## config.mk

```make
export PLATFORM = sky130hd
export DESIGN_NAME = smpc_top
export DESIGN_NICKNAME = d
export VERILOG_FILES = /design/src/design/smpc_pkg.sv /design/src/design/smpc_sync3.sv /design/src/design/smpc_stab_timer.sv /design/src/design/smpc_top.sv
export SDC_FILE = /design/constraint.sdc
export NUM_CORES = 1
export LEC_CHECK = 0
export BUFFER_PORTS_ARGS = -buffer_cell sky130_fd_sc_hd__buf_2
export CAP_MARGIN = 20
export CELL_PAD_IN_SITES_DETAIL_PLACEMENT = 2
export CELL_PAD_IN_SITES_GLOBAL_PLACEMENT = 2
export CORE_ASPECT_RATIO = 1.5
export CORE_MARGIN = 2
export CORE_UTILIZATION = 29
export DETAILED_ROUTE_END_ITERATION = 10
export GPL_TIMING_DRIVEN = 0
export PLACE_DENSITY_LB_ADDON = 0.1
export SYNTH_ARGS = -nofsm -noshare
export SYNTH_HDL_FRONTEND = slang
export SYNTH_SLANG_ARGS = --single-unit
```

## constraint.sdc

```tcl
create_clock -name mclk -period 4.5 [get_ports mclk]
set_input_delay 1.35 -clock mclk [delete_from_list [all_inputs] [get_ports mclk]]
set_output_delay 1.35 -clock mclk [all_outputs]
set_load 0.02 [all_outputs]
```

## src/design/smpc_pkg.sv

```systemverilog
package smpc_pkg;

   // Key values of the power-mode key register
   localparam logic [7:0] KEY_STOP = 8'h5A;
   localparam logic [7:0] KEY_SLEEP = 8'h0F;
   localparam logic [7:0] KEY_RESET = 8'h00;

   // Register byte addresses on the bus
   localparam logic [7:0] ADR_KEY = 8'h00;
   localparam logic [7:0] ADR_DIV = 8'h04;
   localparam logic [7:0] ADR_CTRL = 8'h08;
   localparam logic [7:0] ADR_STAT = 8'h0C;

   // Divider control: prescaler is 2 to the power (setting + 1)
   localparam int DIV_W = 3;
   localparam logic [DIV_W-1:0] DIV_RESET = 3'h7;

   // Clock control fields
   localparam int CTRL_SEL_SUB = 0;
   localparam int CTRL_MAIN_EN = 1;
   localparam int CTRL_SUB_EN = 2;
   localparam logic [7:0] CTRL_RESET = 8'h02;

   // Status fields
   localparam int STAT_MODE_LSB = 0;
   localparam int STAT_FROM_RST = 2;
   localparam int STAT_CNT_LSB = 8;
   localparam int STAT_WAKE_LSB = 16;

   // Interval timer count span
   localparam logic [7:0] BIT_START = 8'h00;
   localparam logic [7:0] BIT_END = 8'hFF;

   // Wake source positions
   localparam int WAKE_N = 6;
   localparam int WK_EXT = 0;
   localparam int WK_TIMER = 1;
   localparam int WK_WATCH = 2;
   localparam int WK_I2C = 3;
   localparam int WK_SERIAL = 4;
   localparam int WK_UART = 5;

   // Power modes
   typedef enum logic [1:0] {MS_RUN, MS_SLEEP, MS_STOP, MS_STABLE} smpc_mode_e;

endpackage : smpc_pkg

```

## src/design/smpc_sync3.sv

```systemverilog
`timescale 1ns/1ps
`default_nettype none
module smpc_sync3
   import smpc_pkg::*;
#(
   parameter int W = 2
)(
   // Clock and reset
   input wire logic mclk,
   input wire logic rst,
   // Asynchronous levels and filtered result
   input wire logic [W-1:0] asyncIn,
   output logic [W-1:0] levelOut
);

   typedef struct packed {
      logic [W-1:0] s1;
      logic [W-1:0] s2;
      logic [W-1:0] s3;
      logic [W-1:0] lvl;
   } smpc_sync_s;

   smpc_sync_s s_ff;
   smpc_sync_s nxt_s;

   // Change accepted only when stages two and three agree
   always_comb
   begin
      nxt_s = s_ff;
      nxt_s.s1 = asyncIn;
      nxt_s.s2 = s_ff.s1;
      nxt_s.s3 = s_ff.s2;
      for (int i = 0; i < W; i++)
      begin
         if (s_ff.s2[i] == s_ff.s3[i])
         begin
            nxt_s.lvl[i] = s_ff.s3[i];
         end
      end
   end

   // Idle level is all ones, matching the released reset pin
   always_ff @(posedge mclk or posedge rst)
   begin
      if (rst)
      begin
         s_ff <= '1;
      end
      else
      begin
         s_ff <= nxt_s;
      end
   end

   assign levelOut = s_ff.lvl;

endmodule : smpc_sync3
`default_nettype wire

```

## src/design/smpc_stab_timer.sv

```systemverilog
`timescale 1ns/1ps
`default_nettype none
module smpc_stab_timer
   import smpc_pkg::*;
(
   // Clock and reset
   input wire logic mclk,
   input wire logic rst,
   // Control
   input wire logic start,
   input wire logic [DIV_W-1:0] divSel,
   // State
   output logic busy,
   output logic done,
   output logic [7:0] count
);

   typedef struct packed {
      logic busy;
      logic done;
      logic [7:0] pre;
      logic [7:0] cnt;
   } smpc_tmr_s;

   smpc_tmr_s s_ff;
   smpc_tmr_s nxt_s;
   logic [7:0] preLimit;

   // Prescaler wraps after 2^(div+1) clocks
   assign preLimit = 8'((9'h002 << divSel) - 9'h001);

   // One full 00..FF sweep, then a done pulse
   always_comb
   begin
      nxt_s = s_ff;
      nxt_s.done = 1'b0;
      if (start)
      begin
         nxt_s.busy = 1'b1;
         nxt_s.pre = 8'h00;
         nxt_s.cnt = BIT_START;
      end
      else if (s_ff.busy)
      begin
         if (s_ff.pre == preLimit)
         begin
            nxt_s.pre = 8'h00;
            if (s_ff.cnt == BIT_END)
            begin
               nxt_s.busy = 1'b0;
               nxt_s.done = 1'b1;
               nxt_s.cnt = BIT_START;
            end
            else
            begin
               nxt_s.cnt = s_ff.cnt + 8'h01;
            end
         end
         else
         begin
            nxt_s.pre = s_ff.pre + 8'h01;
         end
      end
   end

   // Power-on begins with a sweep already running
   always_ff @(posedge mclk or posedge rst)
   begin
      if (rst)
      begin
         s_ff <= '{busy: 1'b1, done: 1'b0, pre: 8'h00, cnt: BIT_START};
      end
      else
      begin
         s_ff <= nxt_s;
      end
   end

   assign busy = s_ff.busy;
   assign done = s_ff.done;
   assign count = s_ff.cnt;

endmodule : smpc_stab_timer
`default_nettype wire

```

## src/design/smpc_top.sv

```systemverilog
// Overview of operation
// STOP entered only by stop instruction while key register holds 5AH.
// Software writes the key register as a whole byte, never bitwise.
// Software follows STOP with at least two no-operation instructions.
// External reset asserted only after supply is back, held long enough.
// Reset, external, timer, watch, I2C, serial or UART events end STOP.
// Reset wake returns control registers to defaults, RAM untouched.
// Interrupt wake with interrupt flag 1 vectors to the service routine.
// Interrupt wake with interrupt flag 0 resumes after STOP, no vector.
// On wake interval timer counts 00H to FFH; overflow resumes operation.
// Software sets timer prescaler so one sweep exceeds 20 ms.
// Stabilization lasts one full timer sweep, following the divider setting.
// After reset the divider is at default so delay cannot be shortened.
// STOP halts only the selected oscillator; the other keeps running.
// Watch timer on the running sub oscillator keeps counting and wakes.
// Key register clears itself on release from STOP.
// Writing 0Fh to the key register enters SLEEP; oscillators keep running.
// STOP instruction without the key value behaves as no operation.
//
// Our own choices: the Wishbone register port and the placing of the registers.
`timescale 1ns/1ps
`default_nettype none
module smpc_top
   import smpc_pkg::*;
(
   // Clock and reset
   input wire logic mclk,
   input wire logic rst,
   // Wishbone slave
   input wire logic wb_cyc_i,
   input wire logic wb_stb_i,
   input wire logic wb_we_i,
   input wire logic [7:0] wb_adr_i,
   input wire logic [3:0] wb_sel_i,
   input wire logic [31:0] wb_dat_i,
   output logic wb_ack_o,
   output logic [31:0] wb_dat_o,
   // CPU side
   input wire logic stopExec,
   input wire logic cpuIntFlag,
   output logic cpuHalt,
   output logic intVectorReq,
   output logic resumeNext,
   output logic ctrlResetPulse,
   // Wake sources on mclk, external pins asynchronous
   input wire logic [WAKE_N-1:0] wakeReq,
   input wire logic extIntPin,
   input wire logic rstPinN,
   // Oscillator enables
   output logic mainOscEn,
   output logic subOscEn
);

   typedef struct packed {
      smpc_mode_e mode;
      logic [7:0] key;
      logic [DIV_W-1:0] div;
      logic [7:0] ctrl;
      logic fromReset;
      logic [WAKE_N-1:0] wakeSrc;
      logic extPrev;
      logic rstPrev;
      logic tmrStart;
      logic ack;
      logic [31:0] rdat;
      logic halt;
      logic vecReq;
      logic resume;
      logic ctrlRst;
      logic mainEn;
      logic subEn;
   } smpc_top_s;

   smpc_top_s s_ff;
   smpc_top_s nxt_s;
   logic [1:0] pinLvl;
   logic tmrBusy;
   logic tmrDone;
   logic [7:0] tmrCount;
   logic extRise;
   logic rstFall;
   logic [WAKE_N-1:0] wakeVec;
   logic wakeAny;
   logic wbReq;
   logic keyWrite;

   // Word decode, shared by read and write paths
   function automatic logic regHit(input logic [7:0] adr, input logic [7:0] off);
      regHit = (adr[7:2] == off[7:2]);
   endfunction : regHit

   // Both pins are off-domain, so they pass the filter
   smpc_sync3 #(
      .W(2)
   ) u_pins (
      .mclk(mclk),
      .rst(rst),
      .asyncIn({rstPinN, extIntPin}),
      .levelOut(pinLvl)
   );

   // Stabilization sweep follows the live divider setting
   smpc_stab_timer u_tmr (
      .mclk(mclk),
      .rst(rst),
      .start(s_ff.tmrStart),
      .divSel(s_ff.div),
      .busy(tmrBusy),
      .done(tmrDone),
      .count(tmrCount)
   );

   // Pin edges and wake gathering
   assign extRise = pinLvl[0] & ~s_ff.extPrev;
   assign rstFall = ~pinLvl[1] & s_ff.rstPrev;
   assign wakeVec = {wakeReq[WAKE_N-1:1], wakeReq[WK_EXT] | extRise};
   assign wakeAny = |wakeVec;
   assign wbReq = wb_cyc_i & wb_stb_i & ~s_ff.ack;
   assign keyWrite = wbReq & wb_we_i & wb_sel_i[0] & regHit(wb_adr_i, ADR_KEY);

   // Next-state logic for mode, registers and bus
   always_comb
   begin
      nxt_s = s_ff;
      nxt_s.ack = 1'b0;
      nxt_s.tmrStart = 1'b0;
      nxt_s.vecReq = 1'b0;
      nxt_s.resume = 1'b0;
      nxt_s.ctrlRst = 1'b0;
      nxt_s.extPrev = pinLvl[0];
      nxt_s.rstPrev = pinLvl[1];
      // Single-cycle answer; unmapped reads give zero
      if (wbReq)
      begin
         nxt_s.ack = 1'b1;
         nxt_s.rdat = 32'h00000000;
         if (regHit(wb_adr_i, ADR_KEY))
         begin
            nxt_s.rdat[7:0] = s_ff.key;
         end
         else if (regHit(wb_adr_i, ADR_DIV))
         begin
            nxt_s.rdat[DIV_W-1:0] = s_ff.div;
         end
         else if (regHit(wb_adr_i, ADR_CTRL))
         begin
            nxt_s.rdat[7:0] = s_ff.ctrl;
         end
         else if (regHit(wb_adr_i, ADR_STAT))
         begin
            nxt_s.rdat[STAT_MODE_LSB +: 2] = s_ff.mode;
            nxt_s.rdat[STAT_FROM_RST] = s_ff.fromReset;
            nxt_s.rdat[STAT_CNT_LSB +: 8] = tmrCount;
            nxt_s.rdat[STAT_WAKE_LSB +: WAKE_N] = s_ff.wakeSrc;
         end
         // Only lane 0 holds data; whole-byte store expected
         if (wb_we_i && wb_sel_i[0])
         begin
            if (regHit(wb_adr_i, ADR_KEY))
            begin
               nxt_s.key = wb_dat_i[7:0];
            end
            else if (regHit(wb_adr_i, ADR_DIV))
            begin
               nxt_s.div = wb_dat_i[DIV_W-1:0];
            end
            else if (regHit(wb_adr_i, ADR_CTRL))
            begin
               nxt_s.ctrl = wb_dat_i[7:0];
            end
         end
      end
      // Mode sequencing
      case (s_ff.mode)
         MS_RUN:
         begin
            if (keyWrite && wb_dat_i[7:0] == KEY_SLEEP)
            begin
               nxt_s.mode = MS_SLEEP;
               nxt_s.halt = 1'b1;
            end
            else if (stopExec && s_ff.key == KEY_STOP)
            begin
               nxt_s.mode = MS_STOP;
               nxt_s.halt = 1'b1;
            end
            // Unkeyed stop falls through untouched
         end
         MS_SLEEP, MS_STOP:
         begin
            if (wakeAny)
            begin
               nxt_s.mode = MS_STABLE;
               nxt_s.tmrStart = 1'b1;
               nxt_s.fromReset = 1'b0;
               nxt_s.wakeSrc = wakeVec;
            end
         end
         MS_STABLE:
         begin
            if (tmrDone)
            begin
               nxt_s.mode = MS_RUN;
               nxt_s.halt = 1'b0;
               nxt_s.key = KEY_RESET;
               nxt_s.vecReq = ~s_ff.fromReset & cpuIntFlag;
               nxt_s.resume = ~s_ff.fromReset & ~cpuIntFlag;
            end
         end
         default:
         begin
            nxt_s.mode = MS_RUN;
         end
      endcase
      // Reset pin wins over everything; divider back to default
      if (rstFall)
      begin
         nxt_s.key = KEY_RESET;
         nxt_s.div = DIV_RESET;
         nxt_s.ctrl = CTRL_RESET;
         nxt_s.mode = MS_STABLE;
         nxt_s.halt = 1'b1;
         nxt_s.fromReset = 1'b1;
         nxt_s.tmrStart = 1'b1;
         nxt_s.ctrlRst = 1'b1;
         nxt_s.vecReq = 1'b0;
         nxt_s.resume = 1'b0;
      end
      // Gate only the selected oscillator while stopped
      nxt_s.mainEn = nxt_s.ctrl[CTRL_MAIN_EN] & ~(nxt_s.mode == MS_STOP && !nxt_s.ctrl[CTRL_SEL_SUB]);
      nxt_s.subEn = nxt_s.ctrl[CTRL_SUB_EN] & ~(nxt_s.mode == MS_STOP && nxt_s.ctrl[CTRL_SEL_SUB]);
   end

   // Power-on counts as a reset wake with a running sweep
   always_ff @(posedge mclk or posedge rst)
   begin
      if (rst)
      begin
         s_ff <= '0;
         s_ff.mode <= MS_STABLE;
         s_ff.div <= DIV_RESET;
         s_ff.ctrl <= CTRL_RESET;
         s_ff.fromReset <= 1'b1;
         s_ff.halt <= 1'b1;
         s_ff.extPrev <= 1'b1;
         s_ff.rstPrev <= 1'b1;
         s_ff.mainEn <= CTRL_RESET[CTRL_MAIN_EN];
         s_ff.subEn <= CTRL_RESET[CTRL_SUB_EN];
      end
      else
      begin
         s_ff <= nxt_s;
      end
   end

   // Outputs straight from state flops
   assign wb_ack_o = s_ff.ack;
   assign wb_dat_o = s_ff.rdat;
   assign cpuHalt = s_ff.halt;
   assign intVectorReq = s_ff.vecReq;
   assign resumeNext = s_ff.resume;
   assign ctrlResetPulse = s_ff.ctrlRst;
   assign mainOscEn = s_ff.mainEn;
   assign subOscEn = s_ff.subEn;

   // Busy-cycle count of the current sweep, for checking only
   logic [16:0] sweepLen;
   always_ff @(posedge mclk or posedge rst)
   begin
      if (rst)
      begin
         sweepLen <= 17'h00000;
      end
      else if (s_ff.tmrStart)
      begin
         sweepLen <= 17'h00000;
      end
      else if (tmrBusy)
      begin
         sweepLen <= sweepLen + 17'h00001;
      end
   end

   a_stop_keyed: assert property (@(posedge mclk) disable iff (rst)
      (s_ff.mode == MS_RUN && stopExec && !keyWrite && !rstFall) |=>
      (s_ff.mode == (($past(s_ff.key) == KEY_STOP) ? MS_STOP : MS_RUN)))
      else $error("stop entry does not match key");

   a_stop_nop: assert property (@(posedge mclk) disable iff (rst)
      (s_ff.mode == MS_RUN && stopExec && s_ff.key != KEY_STOP && !keyWrite && !rstFall) |=>
      (!cpuHalt && mainOscEn == s_ff.ctrl[CTRL_MAIN_EN]))
      else $error("unkeyed stop changed clocks or halted");

   a_sleep_entry: assert property (@(posedge mclk) disable iff (rst)
      (s_ff.mode == MS_RUN && keyWrite && wb_dat_i[7:0] == KEY_SLEEP && !rstFall) |=>
      (s_ff.mode == MS_SLEEP && cpuHalt && mainOscEn == s_ff.ctrl[CTRL_MAIN_EN]))
      else $error("sleep key did not enter sleep");

   a_wake_exit: assert property (@(posedge mclk) disable iff (rst)
      ((s_ff.mode == MS_STOP || s_ff.mode == MS_SLEEP) && wakeAny && !rstFall) |=>
      (s_ff.mode == MS_STABLE && s_ff.tmrStart ##1 tmrBusy && tmrCount == BIT_START))
      else $error("wake event did not start stabilization");

   a_reset_regs: assert property (@(posedge mclk) disable iff (rst)
      rstFall |=> (s_ff.key == KEY_RESET && s_ff.div == DIV_RESET && s_ff.ctrl == CTRL_RESET
      && ctrlResetPulse && cpuHalt))
      else $error("reset pin did not restore control registers");

   a_vector_req: assert property (@(posedge mclk) disable iff (rst)
      (s_ff.mode == MS_STABLE && tmrDone && !s_ff.fromReset && !rstFall) |=>
      (intVectorReq == $past(cpuIntFlag) && resumeNext == !$past(cpuIntFlag) && !cpuHalt))
      else $error("resume path does not follow interrupt flag");

   a_key_clear: assert property (@(posedge mclk) disable iff (rst)
      (s_ff.mode == MS_STABLE && tmrDone && !rstFall) |=> (s_ff.key == KEY_RESET && s_ff.mode == MS_RUN))
      else $error("key not cleared on release");

   a_osc_gate: assert property (@(posedge mclk) disable iff (rst)
      (s_ff.mode == MS_STOP) |-> (s_ff.ctrl[CTRL_SEL_SUB] ?
      (!subOscEn && mainOscEn == s_ff.ctrl[CTRL_MAIN_EN]) :
      (!mainOscEn && subOscEn == s_ff.ctrl[CTRL_SUB_EN])))
      else $error("wrong oscillator gated in stop");

   a_sweep_len: assert property (@(posedge mclk) disable iff (rst)
      (tmrDone && !s_ff.tmrStart) |-> (sweepLen == (17'h00100 << (4'(s_ff.div) + 4'h1))))
      else $error("stabilization length differs from one sweep");

endmodule : smpc_top
`default_nettype wire

```

Word level (Yosys, flattened, before mapping)
Cells that the tools add are included.
Widths: inputs -> output; s select.
{"block": "word_totals", "in_bits": 59, "elab_cells": 136, "regBits": 86, "output_inout_bits": 39}
{"block": "op_classes", "n_bitwise": 19, "n_reduce_logical": 25, "n_eq_ne": 17, "mux": 44, "add_sub_neg": 3, "shift": 1}
{"operator": "$mux 8", "count": 8}
{"operator": "$mux 19", "count": 3}
{"operator": "$mux 14", "count": 3}
{"operator": "$mux 33", "count": 1}
{"operator": "$mux 22", "count": 1}
{"operator": "$mux 18", "count": 1}
{"operator": "$add 8x1->8 const B", "count": 2}
{"operator": "$mux 16", "count": 1}
{"operator": "$reduce_bool 2->1", "count": 8}
{"operator": "$mux 3", "count": 5}
{"operator": "$mux 7", "count": 2}
{"operator": "$eq 6x2->1 const B", "count": 2}
{"operator": "$mux 2", "count": 6}
{"operator": "$and 1x1->1", "count": 11}
{"operator": "$mux 11", "count": 1}
{"operator": "$mux 10", "count": 1}
{"operator": "$eq 8x4->1 const B", "count": 1}
{"operator": "$eq 8x7->1 const B", "count": 1}
{"operator": "$eq 8x8->1", "count": 1}
{"operator": "$eq 8x8->1 const B", "count": 1}
{"operator": "$shl 2x3->8 const A", "count": 1}
{"operator": "$sub 8x1->8 const B", "count": 1}
{"operator": "$mux 1", "count": 7}
{"operator": "$not 1->1", "count": 7}
{"operator": "other kinds (23)", "count": 33}

Logic depth before layout (Yosys ltp)
Gate-level depths: netlist of run 1.
{"block": "logic_depth", "ltp_word": 13, "depth_mapped": 9, "depth_no_buf": 8}

Cells and area by module
A second synthesis of run 1 with hierarchy kept.
{"block": "hier_totals", "hier_cells": 438, "hier_area_um2": 4473.0}
{"module": "smpc_top", "cells_per_inst": 266, "n_inst": 1, "area_per_inst_um2": 2856.5}
{"module": "smpc_stab_timer", "cells_per_inst": 159, "n_inst": 1, "area_per_inst_um2": 1365.1}
{"module": "smpc_sync3", "cells_per_inst": 13, "n_inst": 1, "area_per_inst_um2": 251.5}

Worst setup path before layout of run 1
No wires, ideal clock.
{"block": "synth_path", "path_type": "input to register", "start": "input port wb_adr_i[5]", "end": "register s_ff, in the netlist subOscEn", "t_arrival_ns": 3.102, "stages": 6, "n_path_buf": 1, "setup_ns": 0.096, "t_required_ns": 4.404, "setup_slack_ns": 1.303, "path_cell_list": "or4_1 -> buf_2 -> or4b_4 -> o211ai_1 -> a32oi_1 -> a311oi_2"}
{"item": "start, declared", "line": "smpc_top.sv:33", "rtl": "input wire logic [7:0] wb_adr_i,"}
{"item": "end signal, assigned", "line": "smpc_top.sv:252", "rtl": "s_ff <= nxt_s;"}
{"item": "end, declared", "line": "smpc_top.sv:74", "rtl": "smpc_top_s s_ff;"}

==> impl_metrics.ini, run 1 <==
[status]
outcome = complete, no violations

[sta]
maxSlewViolCount = 0
rsz0062_at_grt = false
report.final.setup_viol = 0
finClkSkew_ns = 0.008045
tightestPinTransition_ns = 0.8783
fin_crit_sh = 0.7583
finalCriticalPeriod_ns = 3.412
finalHoldViolCount = 0
maxClockFrequency_ghz = 0.2931
tns_ns = 0
maxSlewHeadroom = 0.4099

[global_route]
grt_use_total = 0.1653
grt-ovfl-total = 0
grt_max_degree = 46
grt_first_pass_wirelength_mm = 21.05
antenna_found_initial = 0
grt_pass1_vias = 3878

[synthesis]
yosysTopAreaCell = dfrtp_1
synth.area.mux_share = 0.03223
synth_area_um2 = 4348
synth-seq-cells = 86
synth_edf_count = 0
synth_simple_gate_area_frac = 0.1827
async_flop_share = 1.000
synthCells = 422
synth.avg_cell_area_um2 = 10.30
synth_fa_ha_area_frac = 0.01899
ys_seq_area_frac = 0.5007
synthDistinctLibCells = 67
synthTopCellsByArea = dfrtp_1, dfstp_2, buf_4, nand2_1, a22o_1
synth_compound_area_frac = 0.1511
synth_top_cell_area_share = 0.3799
synth_top_family_by_area = simple AND/OR/NAND/NOR gates
synth.yosys.warnings = 0
synth_flop_cell = dfrtp_1
synth_xor_area_frac = 0.02619

[routing]
routed_via_density = 4.916
totalWireLength_mm = 12.39
drt_iter0_drc = 110
drc = 0
ant_nets = 0
wl_per_cell_um = 17.67
drtPass1Iterations = 4
vias = 3446

[final_layout]
num_antenna_cells = 0
nets = 564
drive_above_1_share = 0.2970
fin_cells = 701
fillers = 1626
area_delta_synth_final_pct = 20.86
fin_util = 0.3601

[floorplanning]
io-pin-count = 98
die_y_um = 154.0
rows = 54
start_util = 0.2979
fp.coreArea_um2 = 14590
dieWidth_um = 104.0
die_area_um2 = 16010

[critical_path]
critical_path.max_fanout = 10
critical_path_class = in -> reg
crit_path_max_incr_delay_ns = 0.69
cp_data_arrival_time_ns = 3.69
critPathSlowestCell = nor3_1
worstPathCellList = buf_2 > or4_1 > buf_2 > nor3_1 > clkbuf_1 > nand3_1 > a21oi_1
r2r_cells = 8
end_kind = flop
crit_path_frequent_cell = buf_2
required_ns = 4.77
crit_path_start_kind = input pin

[clocking]
post_cts_buffers = 0
clkTransAtPathRegs_ns = 0.07
cts_hold_buf = 0
ctsResizeCount = 0
cts_max_level = 3
clk_path_buf_depth = 2
cts-root-buf = clkbuf_16
cts.sinks = 86
insertion_delay_ns = 0.35
cts_tree = built
numCtsBuffers = 9

[pwr]
ir_worst_vdd_mv = 0.1566
p_per_area_nw_per_um2 = 348.5
p_leak_nw = 2.394

[place]
placedCellCount = 685
gp_congestion = 0.8017
hpwl_mm = 9.220
port_buffers = 57

[hold_path]
whs_path_depth = 0
hold_class = reg -> reg

[run]
maxCapViolations = 0
## cell type report
class	instances	area (um^2)	share of cell area
repair buffers	58	312.8	0.05952
well taps	196	245.2	0.04667
clock inverters	7	87.58	0.01667
flip-flops and latches	86	2177	0.4143
inverters	12	47.55	0.009048
plain buffers	53	334.1	0.06357
clock buffers	9	225.2	0.04286
multi-input cells	280	1826	0.3474
## kinds of logic (layout without fill, tap and decap cells)
logic type | count (synthesis) | count (layout)
other | 1 | 10
multiplexers | 13 | 13
AND/OR/NAND/NOR | 152 | 152
buffers and inverters | 65 | 139
flip-flops | 86 | 86
XOR/XNOR | 13 | 13
adder cells (fa/ha/maj) | 7 | 7
AO/OA/AOI/OAI | 85 | 85
## flip-flops by register name (all words and copies together), names as in the netlist, 2 cells and up
signal / count
s_ff: 31
wb_dat_o: 22
u_tmr.count: 8
u_tmr.s_ff: 8
u_pins.nxt_s: 4
u_pins.levelOut: 2
u_pins.s_ff: 2
## where the power goes
group          total, W  switching, W  internal [W]
logic          0.000191      0.000116     0.0000751
registers      0.000837     0.0000283      0.000809
clock network  0.000803      0.000359      0.000445
total           0.00183      0.000503       0.00133
## placed cells by master, fill, tap and decap left out, types with 11 or more instances in the layout
cell type  netlist  final
buf_4           32     32
a21oi_1         19     19
nand2_1         43     43
dfstp_2         20     20
inv_1           12     11
nand3_1         20     20
dfrtp_1         66     66
buf_2            6     63
clkbuf_1        14     14
a22o_1          15     15
nor2_1          26     26
## final timing paths
path / startpoint / to / slack, ns
worst max-delay path: wb_adr_i[5] / s_ff[62] / 1.09
worst min-delay path: u_pins.nxt_s[5] / u_pins.nxt_s[3] / 0.36
worst max register to register: s_ff[57] / u_tmr.count[4] / 1.23
worst min register to register: u_pins.nxt_s[5] / u_pins.nxt_s[3] / 0.36
max in group asynchronous: rst / s_ff[57] / 2.75
min in group asynchronous: rst / wb_dat_o[17] / 1.06
## critical path, delay by kind of cell
kind            cells  cell delay, ns
simple gates        3            1.42
compound gates      1            0.15
buf+inv             3            0.76
## per-stage QoR
stage / hold slack, ns / cell area [um^2] / power, W / worst slack (ns)
final: 0.3588 / 5255 / 0.001832 / 1.088
after floorplan: 0.3452 / 4382 / 0.0009760 / 0.9612
after global placement: 0.3490 / 4912 / 0.001038 / -0.2462
after detailed placement: 0.3491 / 4942 / 0.001047 / 0.7295
after CTS: 0.3593 / 5255 / 0.001861 / 1.094
after global routing: 0.3655 / 5255 / 0.001924 / 0.9285
## cell usage after synthesis (all sizes together) (3+ instances only)
master,instances
a22oi,3
mux2,8
ha,5
clkbuf,14
or3,4
a211oi,4
nand2,43
dfrtp,66
a2111oi,3
xor2,5
dfstp,20
a221oi,5
nand4,5
nand2b,8
inv,12
o211ai,6
nor2,26
xnor2,8
nor4b,3
a32oi,3
or4,4
o21ai,10
nand3b,3
a22o,15
mux2i,5
nor3b,3
nor3,10
a21oi,19
nor2b,9
nand3,20
buf,39
## per-layer routing
layer	wire length, um	global-route usage	vias to the layer above	share of wire
met3	295	0.02289	12	0.024
met1	5127	0.1964	1770	0.41
li1	-	-	1614	-
met2	6745	0.2992	50	0.54
met5	0	0	-	0
met4	219	0.06564	0	0.018
Note: power is estimated with default switching activity, not from simulation.
==> run 2, diff against run 1 <==
==> constraint.sdc (replaced) <==
create_clock -name mclk -period 2.9 [get_ports mclk]
set_input_delay 0.87 -clock mclk [delete_from_list [all_inputs] [get_ports mclk]]
set_output_delay 0.87 -clock mclk [all_outputs]
set_load 0.02 [all_outputs]
==> impl_metrics.ini, run 2 (same netlist as run 1, synthesis figures left out) <==
[floorplanning]
rows = 54
dieWidth_um = 104.0
die_y_um = 154.0
die_area_um2 = 16010
fp.coreArea_um2 = 14590
start_util = 0.2979
io-pin-count = 98

[critical_path]
endpoint = mainOscEn
critical_path_class = in -> reg
worstPathCellList = buf_2 > or4_1 > buf_2 > or4b_4 > buf_6 > nor2_1 > a211oi_1 > a32oi_1
crit_path_max_incr_delay_ns = 0.59
cp_data_arrival_time_ns = 2.99
rrSetupSlack_ns = 0.17
startpoint = wb_adr_i[5]
cp_num_cells = 8
r2r_start = s_ff[57]
cp_top_family = simple AND/OR/NAND/NOR gates
timing.critical_path.buf_inv = 3
regToRegEndpoint = u_tmr.count[4]
r2r_cells = 9
critPathSlowestCell = or4b_4
required_ns = 3.16
crit_path_start_kind = input pin
critical_path.max_fanout = 10
crit_path_frequent_cell = buf_2
end_kind = flop

[routing]
met2RoutedLength_mm = 6.884
drt_iter0_drc = 93
wl_per_cell_um = 17.43
totalWireLength_mm = 12.38
dr_wl_met3_um = 278
vias = 3502
top_layer = met4
drtPass1Iterations = 4
wl_met1_mm = 5.040
drc = 0
routed_via_density = 4.932
ant_nets = 0

[sta]
finalHoldViolCount = 0
tightestPinTransition_ns = 0.7002
finClkSkew_ns = 0.01044
fin_crit_sh = 0.9429
maxClockFrequency_ghz = 0.3657
maxSlewViolCount = 0
rsz0062_at_grt = false
maxSlewHeadroom = 0.5283
finalCriticalPeriod_ns = 2.734
report.final.setup_viol = 0

[global_route]
grt_first_pass_wirelength_mm = 20.89
grt_use_total = 0.1648
grt_max_degree = 42
antenna_found_initial = 0
grt-ovfl-total = 0
grt_pass1_vias = 3867

[run]
maxCapViolations = 0

[final_layout]
final_cell_mix = dfrtp_1, buf_2, nand2_1
area_delta_synth_final_pct = 24.75
final_common_cell = dfrtp_1
largest_register = s_ff
multi_input_area_um2 = 1876
fin_area_um2 = 5424
nets = 573
ff_latch_area_um2 = 2177
fillers = 1615
largest_register_ffs = 31
num_antenna_cells = 0
drive_above_1_share = 0.3288

[place]
port_buffers = 57
placed_area_um2 = 4956
hpwl_mm = 9.290
gp_congestion = 0.7425

[pwr]
p_seq_frac = 0.436
p_leak_nw = 2.458
ir_worst_vdd_mv = 0.2316
clockPowerShare = 0.464
p_int_w = 0.002246
p_switching_w = 0.0007363
p_per_area_nw_per_um2 = 549.8
p_total_w = 0.002982
power_frac_comb = 0.100
p_sw_frac = 0.2469

[status]
outcome = complete, no violations

[clocking]
clk_path_buf_depth = 2
cts_max_level = 3
numCtsBuffers = 9
insertion_delay_ns = 0.35
clkTransAtPathRegs_ns = 0.07
cts_tree = built
cts_hold_buf = 0
cts.sinks = 86
cts-root-buf = clkbuf_16

[hold_path]
hold_class = reg -> reg
[run 2: cell count changes in the layout (fill, tap and decap cells not counted), moves of 2 or more]
cell,before,now
nor3_1,10,8
inv_8,3,0
a2111oi_2,0,2
buf_12,0,2
a211oi_2,0,2
nor3_2,0,2
bufinv_16,1,3
a211oi_1,4,2
buf_4,32,41
[run 2: worst min-delay path by stage]
stage	start	to	slack, ns	cells past startpoint
6_report	u_pins.nxt_s[4]	u_pins.nxt_s[2]	0.36	0
5_1_grt	u_pins.nxt_s[4]	u_pins.nxt_s[2]	0.37	0
4_1_cts	u_pins.nxt_s[4]	u_pins.nxt_s[2]	0.36	0
3_5_place_dp	u_pins.nxt_s[4]	u_pins.nxt_s[2]	0.35	0
3_3_place_gp	u_pins.nxt_s[4]	u_pins.nxt_s[2]	0.35	0
2_1_floorplan	u_pins.nxt_s[4]	u_pins.nxt_s[2]	0.35	0
[run 2: cell type report]
| cell class | instances | share of cell area |
|---|---|---|
| flip-flops and latches | 86 | 0.4014 |
| multi-input cells | 280 | 0.3458 |
| repair buffers | 67 | 0.07105 |
| plain buffers | 53 | 0.06228 |
| well taps | 196 | 0.04521 |
| clock buffers | 10 | 0.04406 |
| clock inverters | 6 | 0.02122 |
| inverters | 12 | 0.008997 |
[run 2: power by group through the flow]
stage	clock network (W)	registers, W	logic, W
final	0.00138	0.00130	0.000297
after global routing	0.00148	0.00131	0.000336
after CTS	0.00143	0.00130	0.000302
after detailed placement	0	0.00132	0.000300
after global placement	0	0.00132	0.000288
after floorplan	0	0.00131	0.000201
[run 2: through the flow]
step,instances,setup slack (ns),TNS (ns),util,hold WS [ns]
2_1_floorplan,431,0.1474,0,-,0.3452
3_3_place_gp,684,-0.3596,-10.77,0.3368,0.3468
3_5_place_dp,686,-0.4189,-12.10,0.3396,0.3542
4_1_cts,706,0.009625,0,0.3681,0.3648
5_1_grt,710,0.02292,0,0.3717,0.3710
6_report,710,0.1655,0,0.3717,0.3625
[run 2: timing repair]
action                                  in CTS  in global routing
endpoints found under the setup margin      25                 23
cloned                                       0                  0
pin swaps                                    1                  1
gates resized for setup                      6                  9
buffers inserted                             4                  4
[run 2: layer usage]
metal / track usage / vias up
met1: 0.1905 / 1806
met3: 0.03010 / 11
li1: - / 1636
met4: 0.05019 / 0
met2: 0.3064 / 49
met5: 0 / -
==> run 3, diff against run 2 <==
==> constraint.sdc (replaced) <==
create_clock -name mclk -period 2.4 [get_ports mclk]
set_input_delay 0.72 -clock mclk [delete_from_list [all_inputs] [get_ports mclk]]
set_output_delay 0.72 -clock mclk [all_outputs]
set_load 0.02 [all_outputs]
==> impl_metrics.ini, run 3 (same netlist as run 1, synthesis figures left out) <==
[final_layout]
ff_latch_area_um2 = 2177
largest_register_ffs = 31
multi_input_area_um2 = 2072
largest_register = s_ff
fillers = 1621
drive_above_1_share = 0.3901
fin_cells = 719
final_cell_mix = dfrtp_1, buf_2, buf_4
num_antenna_cells = 0
final_common_cell = dfrtp_1
area_delta_synth_final_pct = 30.04
nets = 582

[clocking]
clk_path_buf_depth = 2
insertion_delay_ns = 0.34
cts_tree = built
numCtsBuffers = 9
cts-root-buf = clkbuf_16
cts_max_level = 3
cts.sinks = 86
clkTransAtPathRegs_ns = 0.07

[routing]
wl_met1_mm = 5.144
dr_wl_met3_um = 286
drc = 0
ant_nets = 0
drt_iter0_drc = 66
vias = 3526
top_layer = met4
totalWireLength_mm = 13.10
wl_per_cell_um = 18.21
drtPass1Iterations = 4
routed_via_density = 4.904
met2RoutedLength_mm = 7.466

[global_route]
antenna_found_initial = 0
grt_first_pass_wirelength_mm = 21.85
grt_max_degree = 41
grt_pass1_vias = 3988
grt-ovfl-total = 0
grt_use_total = 0.1717

[sta]
report.final.setup_viol = 15
finalCriticalPeriod_ns = 2.526
tightestPinTransition_ns = 0.7364
maxSlewHeadroom = 0.5039
fin_crit_sh = 1.053
maxSlewViolCount = 0
finClkSkew_ns = 0.009451
finalHoldViolCount = 0
layout_setup_ws_ns = -0.1260
rsz0062_at_grt = true
maxClockFrequency_ghz = 0.3959

[pwr]
power_frac_comb = 0.114
p_sw_frac = 0.2844
clockPowerShare = 0.417
p_int_w = 0.002398
p_switching_w = 0.0009533
p_leak_nw = 2.507
p_seq_frac = 0.470
ir_worst_vdd_mv = 0.3681
p_per_area_nw_per_um2 = 592.8

[place]
hpwl_mm = 9.452
port_buffers = 57
gp_congestion = 0.7615
placedCellCount = 686
dp_slack_ns = -0.6980

[critical_path]
crit_path_start_kind = flop
critical_path.max_fanout = 7
required_ns = 2.65
cp_data_arrival_time_ns = 2.78
critical_path_class = reg -> reg
end_kind = flop
rrSetupSlack_ns = -0.13

[floorplanning]
io-pin-count = 98
start_util = 0.2979
die_area_um2 = 16010
rows = 54
dieWidth_um = 104.0
die_y_um = 154.0
fp.coreArea_um2 = 14590

[run]
maxCapViolations = 0

[status]
outcome = complete, but fails checks
violations = negative setup slack

[hold_path]
hold_class = reg -> reg
-- run 3: cell types whose count changed in the layout (fill, tap and decap cells not counted), sizes merged --
cell	before	now
inv	13	15
clkinv	0	2
clkbuf	24	22
bufinv	3	0
buf	106	116
-- run 3: metal layers --
metal / vias up / global-route usage
met3: 12 / 0.02416
met5: - / 0
met1: 1814 / 0.1936
met2: 47 / 0.3296
met4: 0 / 0.05405
li1: 1653 / -
-- run 3: worst max-delay path: stages, from the launching register on --
cell and delay, ns:
dfstp_2 0.55, inv_2 0.05, or3_4 0.37, ha_4 0.20, xor2_2 0.18, xnor2_1 0.15
nand4_1 0.12, buf_6 0.16, a211oi_4 0.28, buf_4 0.17, mux2i_2 0.21
-- run 3: layout make-up --
class,instances,share of cell area
multi-input combinational,280,0.3665
clock inverter,7,0.01173
timing repair buffer,77,0.08387
clock buffer,9,0.03983
tap,196,0.04337
sequential,86,0.3850
buffer,52,0.06108
inverter,12,0.008630
-- run 3: what timing repair did --
| action | CTS | global route |
|---|---|---|
| setup endpoints to repair | 42 | 24 |
| resized for setup | 33 | 9 |
| hold buffers | 0 | 0 |
| cloned | 1 | 0 |
| pin swaps | 12 | 10 |
| setup buffers | 13 | 5 |
-- run 3: power by group through the flow --
stage	Clock [W]	Sequential, W	Combinational [W]
2_1_floorplan	0	0.00159	0.000256
3_3_place_gp	0	0.00160	0.000362
3_5_place_dp	0	0.00160	0.000381
4_1_cts	0.00144	0.00158	0.000390
5_1_grt	0.00151	0.00159	0.000429
6_report	0.00140	0.00157	0.000381
-- run 3: worst paths after layout --
kind,end,startpoint,cells after the start
min in group asynchronous,wb_dat_o[18],rst,2
hold reg to reg,u_pins.nxt_s[3],u_pins.nxt_s[5],0
max in group asynchronous,s_ff[59],rst,4
setup reg to reg,u_tmr.count[1],s_ff[57],10
hold / removal,u_pins.nxt_s[3],u_pins.nxt_s[5],0
setup / recovery,u_tmr.count[1],s_ff[57],10
-- run 3: per-stage QoR --
stage               TNS (ns)  instance area [um^2]  hold WS [ns]  power, W  utilization
floorplan             -1.674                  4462        0.3452  0.001844            -
global route          -2.832                  5654        0.3619  0.003521       0.3874
finish                -1.154                  5654        0.3564  0.003352       0.3874
detailed placement    -27.85                  5032        0.3494  0.001981       0.3448
global placement      -26.11                  4992        0.3465  0.001958       0.3421
CTS                   -1.177                  5593        0.3588  0.003401       0.3832
